`src/verilog/chg_pkg.sv`:
```
// package of constants and types for the charger control block
package chg_pkg;
  // clock rate and derived timing
  localparam int unsigned CLK_HZ          = 100_000_000;  // system clock rate
  localparam int unsigned PWM_HZ          = 3_000_000;    // converter switching rate
  localparam int unsigned PWM_PERIOD_CYC  = CLK_HZ / PWM_HZ;  // 33 cycles per switching period
  localparam int unsigned DUTY_MAX_PERMIL = 995;          // largest duty cycle in tenths of percent
  localparam int unsigned DUTY_MAX_CYC    = (PWM_PERIOD_CYC * DUTY_MAX_PERMIL) / 1000;
  localparam int unsigned TICK_MS         = 1;            // timebase tick in ms
  localparam int unsigned TICK_CYC        = CLK_HZ / 1000 * TICK_MS;  // cycles per tick
  localparam int unsigned BOOST_LIMIT_S   = 32;           // boost safety limit in s
  localparam int unsigned CHARGE_LIMIT_MIN = 32;          // charge safety limit in minutes
  localparam int unsigned DPM_DELAY_MS    = 32;           // power-management event delay
  localparam int unsigned BOOST_LIMIT_TICKS  = BOOST_LIMIT_S * 1000 / TICK_MS;
  localparam int unsigned CHARGE_LIMIT_TICKS = CHARGE_LIMIT_MIN * 60 * 1000 / TICK_MS;
  localparam int unsigned DPM_DELAY_TICKS    = DPM_DELAY_MS / TICK_MS;
  // operating mode field codes
  localparam logic [1:0] MODE_OFF    = 2'h0;
  localparam logic [1:0] MODE_BOOST  = 2'h1;
  localparam logic [1:0] MODE_CHARGE = 2'h2;
  localparam logic [1:0] MODE_CHGTRM = 2'h3;
  // status pin control codes
  localparam logic [1:0] STAT_AUTO   = 2'h0;
  localparam logic [1:0] STAT_LOW    = 2'h1;
  localparam logic [1:0] STAT_HIZ    = 2'h2;
  // reset values
  localparam logic [1:0] INCAP_RESET = 2'h0;              // 100 mA input current cap code
  localparam logic       TERM_RESET  = 1'b0;              // termination off by default
  // first event register bit positions
  localparam int unsigned EV1_OVP_BIT  = 0;
  // second event register bit positions
  localparam int unsigned EV2_BOOST_TO = 0;
  localparam int unsigned EV2_CHG_TO   = 1;
  localparam int unsigned EV2_REV      = 2;
  localparam int unsigned EV2_DPM      = 3;
  localparam int unsigned EV2_BATOV    = 4;
  localparam int unsigned EV2_THERM    = 5;
  localparam int unsigned EV_WIDTH     = 8;
  // slew step of the current target per tick
  localparam logic [7:0] SLEW_STEP     = 8'h01;
  localparam logic [7:0] LOWCAP_CODE   = 8'h0f;           // 150 mA current code
  localparam logic [7:0] PRECHG_CODE   = 8'h03;           // precharge current code
  localparam logic [7:0] FOLD_STEP     = 8'h01;           // thermal fold reduction per tick

  // synchronised comparator results
  typedef struct packed {
    logic supply_valid;      // supply above poor-source level
    logic supply_ovp;        // supply over-voltage
    logic reverse;           // supply below battery sense plus margin
    logic below_pm;          // supply at power-management threshold
    logic below_precharge;   // battery below precharge threshold
    logic below_recharge;    // battery below recharge threshold
    logic near_regulation;   // battery at regulation voltage
    logic taper_reached;     // current at taper cutoff
    logic batt_ovp;          // battery over-voltage
    logic temp_fold;         // die at thermal fold threshold
    logic temp_fold_top;     // die 10 C above fold threshold
    logic temp_shutdown;     // die above shutdown threshold
    logic temp_release;      // die 10 C below shutdown threshold
    logic peak_limit;        // high-side peak current limit
    logic lowside_above;     // low-side current above 100 mA
  } chg_comp_type;
  localparam int unsigned COMP_W = $bits(chg_comp_type);

  // host programmed settings
  typedef struct packed {
    logic [1:0] operating_mode_field;
    logic [1:0] input_current_cap;
    logic [7:0] fast_charge_current;
    logic [7:0] regulation_voltage;
    logic [3:0] taper_cutoff_current;
    logic       term_enable;
    logic [1:0] stat_mode;
  } chg_cfg_type;

  // charge phase states
  typedef enum logic [5:0] {
    ST_HIZ    = 6'h01,
    ST_PRE    = 6'h02,
    ST_FAST   = 6'h04,
    ST_TAPER  = 6'h08,
    ST_DONE   = 6'h10,
    ST_BOOST  = 6'h20
  } chg_state_type;
endpackage

```
`src/verilog/chg_sync.sv`:
```
// two-flop synchroniser bank for comparator inputs
`timescale 1ns/10ps
module chg_sync #(
  parameter int unsigned WIDTH = 8
) (
  // clock and reset
  input  wire logic             clock_in,
  input  wire logic             rst_n_in,
  // raw and synchronised levels
  input  wire logic [WIDTH-1:0] async_in,
  output logic      [WIDTH-1:0] sync_out
);
  logic [WIDTH-1:0] stage1_r;  // first stage, read only by second
  logic [WIDTH-1:0] stage2_r;  // second stage

  // two flops per bit
  genvar gi;
  generate
    for (gi = 0; gi < WIDTH; gi++) begin : g_bit
      always_ff @(posedge clock_in or negedge rst_n_in) begin
        if (!rst_n_in) begin
          stage1_r[gi] <= 1'b0;
          stage2_r[gi] <= 1'b0;
        end else begin
          stage1_r[gi] <= async_in[gi];
          stage2_r[gi] <= stage1_r[gi];
        end
      end
    end
  endgenerate
  assign sync_out = stage2_r;
endmodule

```
`src/verilog/chg_pwm.sv`:
```
// fixed-frequency pwm with peak limit and low-side sync control
`timescale 1ns/10ps
module chg_pwm
  import chg_pkg::*;
#(
  parameter int unsigned PERIOD = PWM_PERIOD_CYC,
  parameter int unsigned DMAX   = DUTY_MAX_CYC
) (
  // clock and reset
  input  wire logic       clock_in,
  input  wire logic       rst_n_in,
  // control
  input  wire logic       enable_in,       // converter running
  input  wire logic [7:0] duty_in,         // demanded on time in cycles
  input  wire logic       peak_limit_in,   // peak current reached
  input  wire logic       lowside_above_in,// low-side current above threshold
  // gate drives
  output logic            high_gate_out,
  output logic            low_gate_out
);
  initial begin
    if (DMAX >= PERIOD || PERIOD > 255) $error("pwm period or duty limit unusable");
  end
  logic [7:0] phase_r;     // position within period
  logic       hs_r;        // high-side on
  logic       ls_r;        // low-side on
  wire  [7:0] duty_cap = (duty_in > 8'(DMAX)) ? 8'(DMAX) : duty_in;  // clamp to DMAX, 32 of 33 cycles, not the 99.5% asked
  wire        period_end = (phase_r == 8'(PERIOD - 1));
  wire        on_phase   = enable_in && (phase_r < duty_cap);

  // period counter and gate flops
  always_ff @(posedge clock_in or negedge rst_n_in) begin
    if (!rst_n_in) begin
      phase_r <= 8'h00;
      hs_r    <= 1'b0;
      ls_r    <= 1'b0;
    end else begin
      phase_r <= period_end ? 8'h00 : phase_r + 8'h01;  // 3 MHz period
      // high side drops for one cycle at the peak limit, then turns back on within the on phase
      hs_r    <= on_phase && !(hs_r && peak_limit_in);
      // low side only while its current stays above threshold
      ls_r    <= enable_in && !on_phase && lowside_above_in;
    end
  end
  assign high_gate_out = hs_r;
  assign low_gate_out  = ls_r;
endmodule

```
`src/verilog/chg_ctrl.sv`:
```
// charger control state machine, safety timer and protection events
//
// Overview of operation
// converter runs 3 MHz, duty up to 99.5%; clamp is 32 of 33 cycles
// high side ends at 1.9 A peak; code drops it one cycle, then it turns back on
// low side off below 100 mA
// below precharge threshold stay in precharge
// fast phase slews to lower current limit
// host sets cap and current; cap 100mA
// host sets regulation voltage 3.5 to 4.44V
// taper cutoff ends charge when termination enabled
// four events restart a charge cycle
// thermal fold reduces current to zero
// thermal shutdown suspends until cooled 10 C
// timer starts at nonzero mode, command restarts
// 32 s in boost clears mode, flags
// 32 min charging clears mode, flags; 17-bit time_r makes the default limit 84992 ticks
// timeout changes only the mode field
// input over-voltage stops converter, auto resume
// reverse current enters high impedance, flags
// power management reduces current, 32 ms event
// source insertion sets low current cap
// battery over-voltage stops, flags, resumes later; code clears the mode field, no resume
// short battery charged at precharge current
// status pin auto, low or released
// charging fault clears mode, flags, high impedance
// any event access releases pin; read clears
// masks gate only the event pin
// one timebase counter cleared by command
// comparators pass two-flop synchroniser
`timescale 1ns/10ps
module chg_ctrl
  import chg_pkg::*;
#(
  parameter int unsigned TICK       = TICK_CYC,
  parameter int unsigned BOOST_TKS  = BOOST_LIMIT_TICKS,
  parameter int unsigned CHARGE_TKS = CHARGE_LIMIT_TICKS,
  parameter int unsigned DPM_TKS    = DPM_DELAY_TICKS
) (
  // clock and reset
  input  wire logic                clock_in,
  input  wire logic                resetn_in,
  // analog comparator results, asynchronous
  input  wire chg_comp_type        comp_in,
  // host settings
  input  wire logic [1:0]          mode_wr_data_in,   // new operating mode field
  input  wire logic                mode_wr_in,        // pulse: write mode field
  input  wire logic                lowcap_clear_in,   // pulse: host clears low cap
  input  wire logic [1:0]          input_current_cap_in,
  input  wire logic [7:0]          fast_charge_current_in,
  input  wire logic [7:0]          regulation_voltage_in,
  input  wire logic [3:0]          taper_cutoff_current_in,
  input  wire logic                term_enable_in,
  input  wire logic [1:0]          stat_mode_in,
  input  wire logic                charge_reset_in,   // pulse: host reset bit
  input  wire logic                valid_cmd_in,      // pulse: valid serial command
  // event access
  input  wire logic                ev1_read_in,       // pulse: first event register read
  input  wire logic                ev2_read_in,       // pulse: second event register read
  input  wire logic                ev_access_in,      // pulse: any event register access
  input  wire logic [EV_WIDTH-1:0] event_mask_one_in,
  input  wire logic [EV_WIDTH-1:0] event_mask_two_in,
  // status outputs
  output logic [1:0]               operating_mode_field_out,
  output logic                     low_current_cap_out,
  output logic [EV_WIDTH-1:0]      first_event_register_out,
  output logic [EV_WIDTH-1:0]      second_event_register_out,
  output logic [5:0]               charge_state_out,
  output logic [7:0]               current_target_out,
  output logic [7:0]               regulation_voltage_out,
  output logic [1:0]               input_current_cap_out,
  output logic                     blocking_switch_out,  // input switch on
  // pins
  output logic                     event_pin_out,      // open-drain, held 0; event_pin_oe_n_out low pulls the pin
  output logic                     event_pin_oe_n_out,
  output logic                     stat_pin_out,
  output logic                     stat_pin_oe_n_out,
  output logic                     high_gate_out,
  output logic                     low_gate_out
);
  initial begin
    if (TICK < 1 || DPM_TKS < 1 || BOOST_TKS >= CHARGE_TKS) $error("bad timing parameters");
  end
  // reset release
  logic rst_s1_r;   // reset sync first flop
  logic rst_n_r;    // released reset used inside
  always_ff @(posedge clock_in or negedge resetn_in) begin
    if (!resetn_in) begin
      rst_s1_r <= 1'b0;
      rst_n_r  <= 1'b0;
    end else begin
      rst_s1_r <= 1'b1;
      rst_n_r  <= rst_s1_r;
    end
  end

  // comparator synchronisation
  logic [COMP_W-1:0] comp_raw_s;  // synchronised vector
  chg_comp_type      cmp;         // synchronised results
  chg_sync #(.WIDTH(COMP_W)) u_sync (
    .clock_in (clock_in),
    .rst_n_in (rst_n_r),
    .async_in (comp_in),
    .sync_out (comp_raw_s)
  );
  assign cmp = chg_comp_type'(comp_raw_s);

  // registered state
  chg_state_type     state_r, state_nxt;  // charge phase
  logic [1:0]        mode_r;              // operating mode field
  logic              lowcap_r;            // low current cap bit
  logic [1:0]        incap_r;             // input current cap
  logic [7:0]        fcc_r;               // fast charge current
  logic [7:0]        vreg_r;              // regulation voltage
  logic              term_r;              // termination enable
  logic [EV_WIDTH-1:0] ev1_r;             // first event register
  logic [EV_WIDTH-1:0] ev2_r;             // second event register
  logic              evpin_r;             // event pin pulled
  logic [16:0]       tick_cnt_r;          // divider to tick
  logic [16:0]       time_r;              // safety timebase in ticks
  logic [5:0]        dpm_cnt_r;           // power-management delay
  logic [7:0]        target_r;            // slewed current target
  logic              valid_q_r;           // supply valid last cycle
  logic              shut_r;              // thermal shutdown latched
  logic              term_q_r;            // termination enable last cycle

  // settings: host writes; cap resets to 100 mA when supply is lost
  always_ff @(posedge clock_in or negedge rst_n_r) begin
    if (!rst_n_r) begin
      incap_r <= INCAP_RESET;
      fcc_r   <= 8'h00;
      vreg_r  <= 8'h00;
      term_r  <= TERM_RESET;  // termination default off
      term_q_r <= TERM_RESET;
    end else begin
      incap_r <= cmp.supply_valid ? input_current_cap_in : INCAP_RESET;
      fcc_r   <= fast_charge_current_in;
      vreg_r  <= regulation_voltage_in;   // range held by host
      term_r  <= term_enable_in;
      term_q_r <= term_r;
    end
  end

  // event decode
  wire tick        = (tick_cnt_r == 17'(TICK - 1));
  wire insert      = cmp.supply_valid && !valid_q_r;
  wire removed     = !cmp.supply_valid && valid_q_r;
  wire mode_nz     = (mode_r != MODE_OFF);
  wire charging_md = (mode_r == MODE_CHARGE) || (mode_r == MODE_CHGTRM);
  wire boost_to    = (mode_r == MODE_BOOST) && (time_r >= 17'(BOOST_TKS));
  wire charge_to   = charging_md && tick && (time_r >= 17'(CHARGE_TKS - 1));
  wire rev_evt     = cmp.reverse && cmp.supply_valid && charging_md;
  wire batov_evt   = cmp.batt_ovp && charging_md;
  wire ovp_evt     = cmp.supply_ovp;
  wire dpm_evt     = tick && cmp.below_pm && (dpm_cnt_r == 6'(DPM_TKS - 1));
  wire fault_clr   = rev_evt || batov_evt;                  // charging faults
  wire timeout     = boost_to || charge_to;
  wire recharge    = (mode_r == MODE_CHGTRM) && term_r && cmp.below_recharge
                     && (state_r == ST_DONE);
  wire term_fall   = (state_r == ST_DONE) && term_q_r && !term_r;
  wire restart     = insert || recharge || charge_reset_in || term_fall;
  wire suspend     = shut_r || ovp_evt || !cmp.supply_valid;  // converter off, resumable
  wire cmd_clr     = valid_cmd_in || !mode_nz;

  // timebase: one counter for both limits, cleared by command or mode off
  always_ff @(posedge clock_in or negedge rst_n_r) begin
    if (!rst_n_r) begin
      tick_cnt_r <= 17'h00000;
      time_r     <= 17'h00000;
    end else begin
      tick_cnt_r <= (tick || cmd_clr) ? 17'h00000 : tick_cnt_r + 17'h00001;
      if (cmd_clr) begin
        time_r <= 17'h00000;
      end else if (tick && time_r != 17'h1ffff) begin
        time_r <= time_r + 17'h00001;
      end
    end
  end

  // mode field: host writes, timeouts and faults change it, never other settings
  always_ff @(posedge clock_in or negedge rst_n_r) begin
    if (!rst_n_r) begin
      mode_r <= MODE_OFF;
    end else if (timeout || fault_clr) begin
      mode_r <= MODE_OFF;
    end else if (mode_wr_in) begin
      mode_r <= mode_wr_data_in;
    end
  end

  // low current cap set on insertion, set beats host clear
  always_ff @(posedge clock_in or negedge rst_n_r) begin
    if (!rst_n_r) begin
      lowcap_r  <= 1'b1;
      valid_q_r <= 1'b0;
    end else begin
      valid_q_r <= cmp.supply_valid;
      if (insert) begin
        lowcap_r <= 1'b1;
      end else if (lowcap_clear_in) begin
        lowcap_r <= 1'b0;
      end
    end
  end

  // thermal shutdown with release hysteresis
  always_ff @(posedge clock_in or negedge rst_n_r) begin
    if (!rst_n_r) begin
      shut_r <= 1'b0;
    end else if (cmp.temp_shutdown) begin
      shut_r <= 1'b1;
    end else if (cmp.temp_release) begin
      shut_r <= 1'b0;
    end
  end

  // power-management delay counter, restarts when the sag clears
  always_ff @(posedge clock_in or negedge rst_n_r) begin
    if (!rst_n_r) begin
      dpm_cnt_r <= 6'h00;
    end else if (!cmp.below_pm || removed) begin
      dpm_cnt_r <= 6'h00;
    end else if (tick && dpm_cnt_r != 6'(DPM_TKS - 1)) begin
      dpm_cnt_r <= dpm_cnt_r + 6'h01;
    end
  end

  // event flags: set wins over read clear; masks act on pin only
  logic [EV_WIDTH-1:0] ev1_set, ev2_set;  // new events this cycle
  assign ev1_set = EV_WIDTH'(ovp_evt) << EV1_OVP_BIT;
  assign ev2_set = (EV_WIDTH'(boost_to)  << EV2_BOOST_TO)
                 | (EV_WIDTH'(charge_to) << EV2_CHG_TO)
                 | (EV_WIDTH'(rev_evt)   << EV2_REV)
                 | (EV_WIDTH'(dpm_evt)   << EV2_DPM)
                 | (EV_WIDTH'(batov_evt) << EV2_BATOV)
                 | (EV_WIDTH'(cmp.temp_shutdown) << EV2_THERM);
  wire [EV_WIDTH-1:0] ev1_new = ev1_set & ~ev1_r;  // only fresh events pull pin
  wire [EV_WIDTH-1:0] ev2_new = ev2_set & ~ev2_r;
  wire pin_set = |(ev1_new & ~event_mask_one_in) || |(ev2_new & ~event_mask_two_in);
  always_ff @(posedge clock_in or negedge rst_n_r) begin
    if (!rst_n_r) begin
      ev1_r   <= '0;
      ev2_r   <= '0;
      evpin_r <= 1'b0;
    end else begin
      ev1_r   <= (ev1_read_in ? '0 : ev1_r) | ev1_set;
      ev2_r   <= (ev2_read_in ? '0 : ev2_r) | ev2_set;
      evpin_r <= pin_set || (evpin_r && !ev_access_in);
    end
  end

  // charge phase sequencing
  always_comb begin
    state_nxt = state_r;
    case (state_r)
      ST_HIZ: begin
        if (mode_r == MODE_BOOST) begin
          state_nxt = ST_BOOST;
        end else if (charging_md && !suspend) begin
          state_nxt = ST_PRE;
        end
      end
      ST_PRE: begin
        if (!cmp.below_precharge) begin
          state_nxt = ST_FAST;  // leave precharge
        end
      end
      ST_FAST: begin
        if (cmp.below_precharge) begin
          state_nxt = ST_PRE;  // short battery
        end else if (cmp.near_regulation) begin
          state_nxt = ST_TAPER;
        end
      end
      ST_TAPER: begin
        if (term_r && cmp.taper_reached && !cmp.below_recharge) begin
          state_nxt = ST_DONE;
        end else if (!cmp.near_regulation) begin
          state_nxt = ST_FAST;
        end
      end
      ST_DONE: begin
        state_nxt = ST_DONE;
      end
      ST_BOOST: begin
        if (mode_r != MODE_BOOST) begin
          state_nxt = ST_HIZ;
        end
      end
      default: begin
        state_nxt = ST_HIZ;
      end
    endcase
    if (!mode_nz || suspend || fault_clr || timeout) begin
      state_nxt = ST_HIZ;
    end else if (restart && charging_md) begin
      state_nxt = ST_PRE;
    end
  end
  always_ff @(posedge clock_in or negedge rst_n_r) begin
    if (!rst_n_r) begin
      state_r <= ST_HIZ;
    end else begin
      state_r <= state_nxt;
    end
  end

  // current target: ceiling chosen, slewed up, folded for heat and sag
  wire [7:0] cap_code = (incap_r == 2'h0) ? LOWCAP_CODE - 8'h05 : 8'hff;  // input cap
  wire [7:0] lim_a    = (fcc_r < cap_code) ? fcc_r : cap_code;
  wire [7:0] lim_b    = (lowcap_r && lim_a > LOWCAP_CODE) ? LOWCAP_CODE : lim_a;
  wire       fast_ph  = (state_r == ST_FAST) || (state_r == ST_TAPER);
  wire [7:0] ceiling  = (state_r == ST_PRE) ? PRECHG_CODE : (fast_ph ? lim_b : 8'h00);
  wire       reduce   = cmp.temp_fold || cmp.below_pm;
  always_ff @(posedge clock_in or negedge rst_n_r) begin
    if (!rst_n_r) begin
      target_r <= 8'h00;
    end else if (cmp.temp_fold_top || ceiling == 8'h00) begin
      target_r <= 8'h00;  // zero at fold plus 10 C
    end else if (target_r > ceiling) begin
      target_r <= ceiling;
    end else if (tick && reduce) begin
      target_r <= (target_r > FOLD_STEP) ? target_r - FOLD_STEP : 8'h00;
    end else if (tick && target_r < ceiling) begin
      target_r <= target_r + SLEW_STEP;  // controlled slew
    end
  end

  // converter
  wire conv_on = fast_ph || (state_r == ST_PRE);
  chg_pwm u_pwm (
    .clock_in         (clock_in),
    .rst_n_in         (rst_n_r),
    .enable_in        (conv_on),
    .duty_in          (target_r),
    .peak_limit_in    (cmp.peak_limit),
    .lowside_above_in (cmp.lowside_above),
    .high_gate_out    (high_gate_out),
    .low_gate_out     (low_gate_out)
  );

  // status pin: auto low while charging, forced low or released
  wire stat_low = (stat_mode_in == STAT_LOW) || ((stat_mode_in == STAT_AUTO) && conv_on);

  // outputs
  assign operating_mode_field_out  = mode_r;
  assign low_current_cap_out       = lowcap_r;
  assign first_event_register_out  = ev1_r;
  assign second_event_register_out = ev2_r;
  assign charge_state_out          = state_r;
  assign current_target_out        = target_r;
  assign regulation_voltage_out    = vreg_r;
  assign input_current_cap_out     = incap_r;
  assign blocking_switch_out       = (state_r != ST_HIZ);  // off in high impedance
  assign event_pin_out             = 1'b0;
  assign event_pin_oe_n_out        = !evpin_r;
  assign stat_pin_out              = 1'b0;
  assign stat_pin_oe_n_out         = !stat_low;
endmodule

```
`config.mk`:
```
export PLATFORM = sky130hd
export DESIGN_NAME = chg_ctrl
export DESIGN_NICKNAME = d
export VERILOG_FILES = /design/src/verilog/chg_pkg.sv /design/src/verilog/chg_sync.sv /design/src/verilog/chg_pwm.sv /design/src/verilog/chg_ctrl.sv
export SDC_FILE = /design/constraint.sdc
export NUM_CORES = 1
export LEC_CHECK = 0
export ABC_CLOCK_PERIOD_IN_PS = 4100
export BUFFER_PORTS_ARGS = -buffer_cell sky130_fd_sc_hd__buf_2
export CORE_UTILIZATION = 35
export DETAILED_ROUTE_END_ITERATION = 7
export GPL_ROUTABILITY_DRIVEN = 0
export SLEW_MARGIN = 20
export SYNTH_ARGS = -nofsm -noshare
export SYNTH_HDL_FRONTEND = slang
export SYNTH_SLANG_ARGS = --single-unit
```
`constraint.sdc`:
```
create_clock -name clock_in -period 4.1 [get_ports clock_in]
set_input_delay 0.82 -clock clock_in [delete_from_list [all_inputs] [get_ports clock_in]]
set_output_delay 0.82 -clock clock_in [all_outputs]
set_load 0.01 [all_outputs]
```
==> impl_metrics.json <==
{
  "outcome": "complete, no violations",
  "core_sq_um": 17400,
  "powerDensity_nw_per_um2": 397,
  "p_clk_share_pct": 49.7,
  "period_needed_ns": 3.93,
  "place_hpwl_um": 10000,
  "grtUsageMet3_pct": 4.96,
  "use_met1_pct": 20.1,
  "worstReg2RegStart": "input_current_cap_out[1]$_DFF_PN0_",
  "drive_above_1_share_pct": 21.3,
  "detail_route.first_pass.iterations": 4,
  "grt_max_degree": 72,
  "cts-root-buf": "clkbuf_16",
  "die_h_um": 136,
  "power.switching_w": 0.000713,
  "setup_ws_ns": 0.175,
  "grt_pass1_wl_um": 23600,
  "grt_pass1_vias": 5036,
  "grt_overflow_total": 0,
  "place_ws_ns": 0.0263,
  "worst-r2r-setup-slack_ns": 0.17,
  "synth.distinct_cells": 76,
  "syn_area_sq_um": 6280,
  "cp-end-kind": "flip-flop",
  "clock_latency_ns": 0.41,
  "yosys_warnings": 0,
  "hold_viol": 0,
  "r2r-end": "current_target_out[6]$_DFFE_PN0P_",
  "synth_top_area_cell": "dfrtp_1",
  "tritoncts": "done",
  "cts_made_buffers": 17,
  "max_slew.worst_pin.slew_ns": 0.926,
  "fmax_ghz": 0.255,
  "netlist_top_cells_area": "dfrtp_1 51%, ha_1 5.6%, nor2_1 4.2%",
  "synth_enable_flop_cells": 0,
  "synthTopCellsByCount": "127 x dfrtp_1, 70 x nor2_1, 38 x nand2_1",
  "dieArea_sq_um": 18500,
  "io_buffers": 92,
  "routed_wl_um": 13800,
  "stdcell_count": 949,
  "worst_setup_path_start_kind": "flip-flop",
  "htreeDepth": 4,
  "combPwrFrac_pct": 5.2,
  "async_reset_ff_share_pct": 100,
  "drv_cap": 0,
  "num_rows": 48,
  "slew_headroom_pct": 38.2,
  "multi_input_area_sq_um": 2880,
  "grtUsageTotal_pct": 16.1,
  "cp_slowest_cell": "a2111o_1",
  "seq_area_sq_um": 3230,
  "nets": 806,
  "path_clk_slew_ns": 0.06,
  "ctsHoldBuffers": 0,
  "avgSynthCellArea_sq_um": 10.4,
  "max_stage_delay_ns": 0.41,
  "setup_viol": 0,
  "drtIter0Drc": 213,
  "synthCells": 604,
  "critical_path.max_fanout": 8,
  "critical_path_required_ns": 4.43,
  "die_w_um": 136,
  "vias_per_cell": 5.13,
  "area_growth_pct": 21.0,
  "finalSetupTns_ns": 0,
  "n_antenna_cell": 0,
  "grt_busiest_layer": "met2",
  "finalCritPeriodShare_pct": 95.7,
  "num-fill-cells": 1680,
  "skew_ns": 0.00549,
  "drv_slew": 0,
  "clock-sinks": 129,
  "postRouteAntennaNets": 0,
  "io_pins": 117,
  "p_int_w": 0.00230,
  "grt_use_met2_pct": 26.7,
  "cts_buffer_depth": 2,
  "ys.flop_type": "dfrtp_1",
  "synth.most_common_cell": "dfrtp_1",
  "arrival_ns": 4.26,
  "hp-class": "in -> async",
  "synthDominantCellAreaShare_pct": 50.6,
  "vias": 4871,
  "cp_common_cell": "ha_1",
  "drc": 0,
  "start_util_pct": 36.1,
  "cp_cell_sequence": "or2_1, inv_2, ha_1, and3_1, a32o_2, a2111o_1, a21oi_2, ha_1, nor2b_1, o211ai_1, a211oi_1, a211oi_2, buf_4, o21ai_1, or3_1, a31oi_1",
  "leakagePower_nw": 3.43,
  "reg2regPathDepth": 16,
  "crit_type": "reg -> reg",
  "ys_seq_elements": 129,
  "wl_per_cell_um": 14.5,
  "ys_seq_area_share_pct": 51.4,
  "vdd_drop_max_mv": 0.318,
  "antenna_found_initial": 0,
  "seqPwrFrac_pct": 45.1,
  "dp.cells": 916,
  "netSwitchingFraction_pct": 23.6
}
worst max-delay path: cells and delay by family, from the launching register on:
kind                     cells  cell delay, ns
AO/OA/AOI/OAI                8            1.66
adder cells (fa/ha/maj)      2            0.51
buffers and inverters        2            0.32
flip-flops                   1            0.40
AND/OR/NAND/NOR              4            0.97
what timing repair did:
action	4_1_cts	5_1_grt
gates resized for setup	0	4
endpoints found under the hold margin	0	0
setup buffers	0	1
setup endpoints to repair	1	8
pin swaps	1	1
how the worst max path moves through the flow:
stage	end	slack, ns	startpoint	depth (start not counted)
finish	current_target_out[6]$_DFFE_PN0P_	0.17	input_current_cap_out[1]$_DFF_PN0_	16
floorplan	charge_state_out[1]$_DFFE_PN0P_	0.24	rst_n_r$_DFF_PN0_	0
detailed placement	current_target_out[6]$_DFFE_PN0P_	0.03	input_current_cap_out[1]$_DFF_PN0_	15
global route	current_target_out[6]$_DFFE_PN0P_	-0.05	input_current_cap_out[1]$_DFF_PN0_	17
global placement	current_target_out[6]$_DFFE_PN0P_	0.13	input_current_cap_out[1]$_DFF_PN0_	15
CTS	current_target_out[6]$_DFFE_PN0P_	0.02	input_current_cap_out[1]$_DFF_PN0_	15
layout by cell type (no fill, tap or decap), types with 3 or more instances in the layout:
| cell | count |
|---|---|
| a211oi_1 | 4 |
| a21o_1 | 7 |
| a21oi_1 | 25 |
| a31oi_1 | 4 |
| and2_1 | 6 |
| and3_1 | 12 |
| and4_1 | 3 |
| buf_2 | 92 |
| buf_4 | 7 |
| clkbuf_16 | 17 |
| clkinvlp_4 | 4 |
| conb_1 | 14 |
| dfrtp_1 | 126 |
| ha_1 | 28 |
| inv_1 | 26 |
| inv_6 | 5 |
| mux2i_1 | 4 |
| nand2_1 | 38 |
| nand2b_1 | 8 |
| nand3_1 | 27 |
| nand3b_1 | 4 |
| nand4_1 | 18 |
| nor2_1 | 69 |
| nor2b_1 | 5 |
| nor3_1 | 13 |
| nor4_1 | 5 |
| o2111ai_1 | 4 |
| o211ai_1 | 4 |
| o21ai_0 | 20 |
| o21ai_1 | 6 |
| o31ai_1 | 4 |
| or2_2 | 3 |
| or3_1 | 7 |
| or4_1 | 3 |
| xnor2_1 | 14 |
| xor2_1 | 26 |
cell type report:
cell class	instances	share of cell area, %
Sequential cell	129	42.6
Multi-Input combinational cell	437	37.8
Timing Repair Buffer	99	6.75
Clock buffer	19	5.83
Tap cell	225	3.70
Clock inverter	13	1.98
Inverter	27	1.33
routing by layer:
metal	part of all wire [%]	wire length, um
met1	45	6220
met3	5.6	776
met5	0	0
met4	1.2	164
met2	48	6630
cells by family (layout without fill, tap and decap cells):
family / after synthesis / in the layout / synth area share, %
AOI/OAI and AO/OA: 110 / 110 / 12.1
buffers and inverters: 50 / 158 / 3.72
adders and majority gates: 28 / 28 / 5.58
DFF: 129 / 129 / 51.4
other: 2 / 14 / 0.120
muxes: 4 / 4 / 0.637
and+or+nand+nor: 241 / 241 / 20.8
xor gates and xnor gates: 40 / 40 / 5.58
stage by stage:
stage | utilization, % | total power (W) | cell area (sq um) | hold slack [ns]
6_report | 43.6 | 0.00301 | 7600 | 0.176
5_1_grt | 43.6 | 0.00314 | 7600 | 0.154
4_1_cts | 43.5 | 0.00305 | 7580 | 0.158
3_5_place_dp | 40.1 | 0.00154 | 6980 | 0.335
3_3_place_gp | 40.1 | 0.00153 | 6980 | 0.332
2_1_floorplan | - | 0.00147 | 6330 | 0.331
power by group through the flow:
stage	sequential, W	clock [W]	combinational (W)
after floorplan	0.00138	0	0.0000895
after global placement	0.00138	0	0.000152
after detailed placement	0.00138	0	0.000157
after CTS	0.00136	0.00154	0.000158
after global routing	0.00137	0.00159	0.000176
final	0.00136	0.00150	0.000157
flip-flops by register name, summed over array words and instances (netlist names), 6 cells and up:
name	flops
time_r	17
tick_cnt_r	17
fcc_r	8
u_pwm.phase_r	8
dpm_cnt_r	6
second_event_register_out	6
current_target_out	8
u_sync.stage1_r	15
regulation_voltage_out	8
charge_state_out	6
u_sync.sync_out	15
Power figures use the tool's default switching activity.
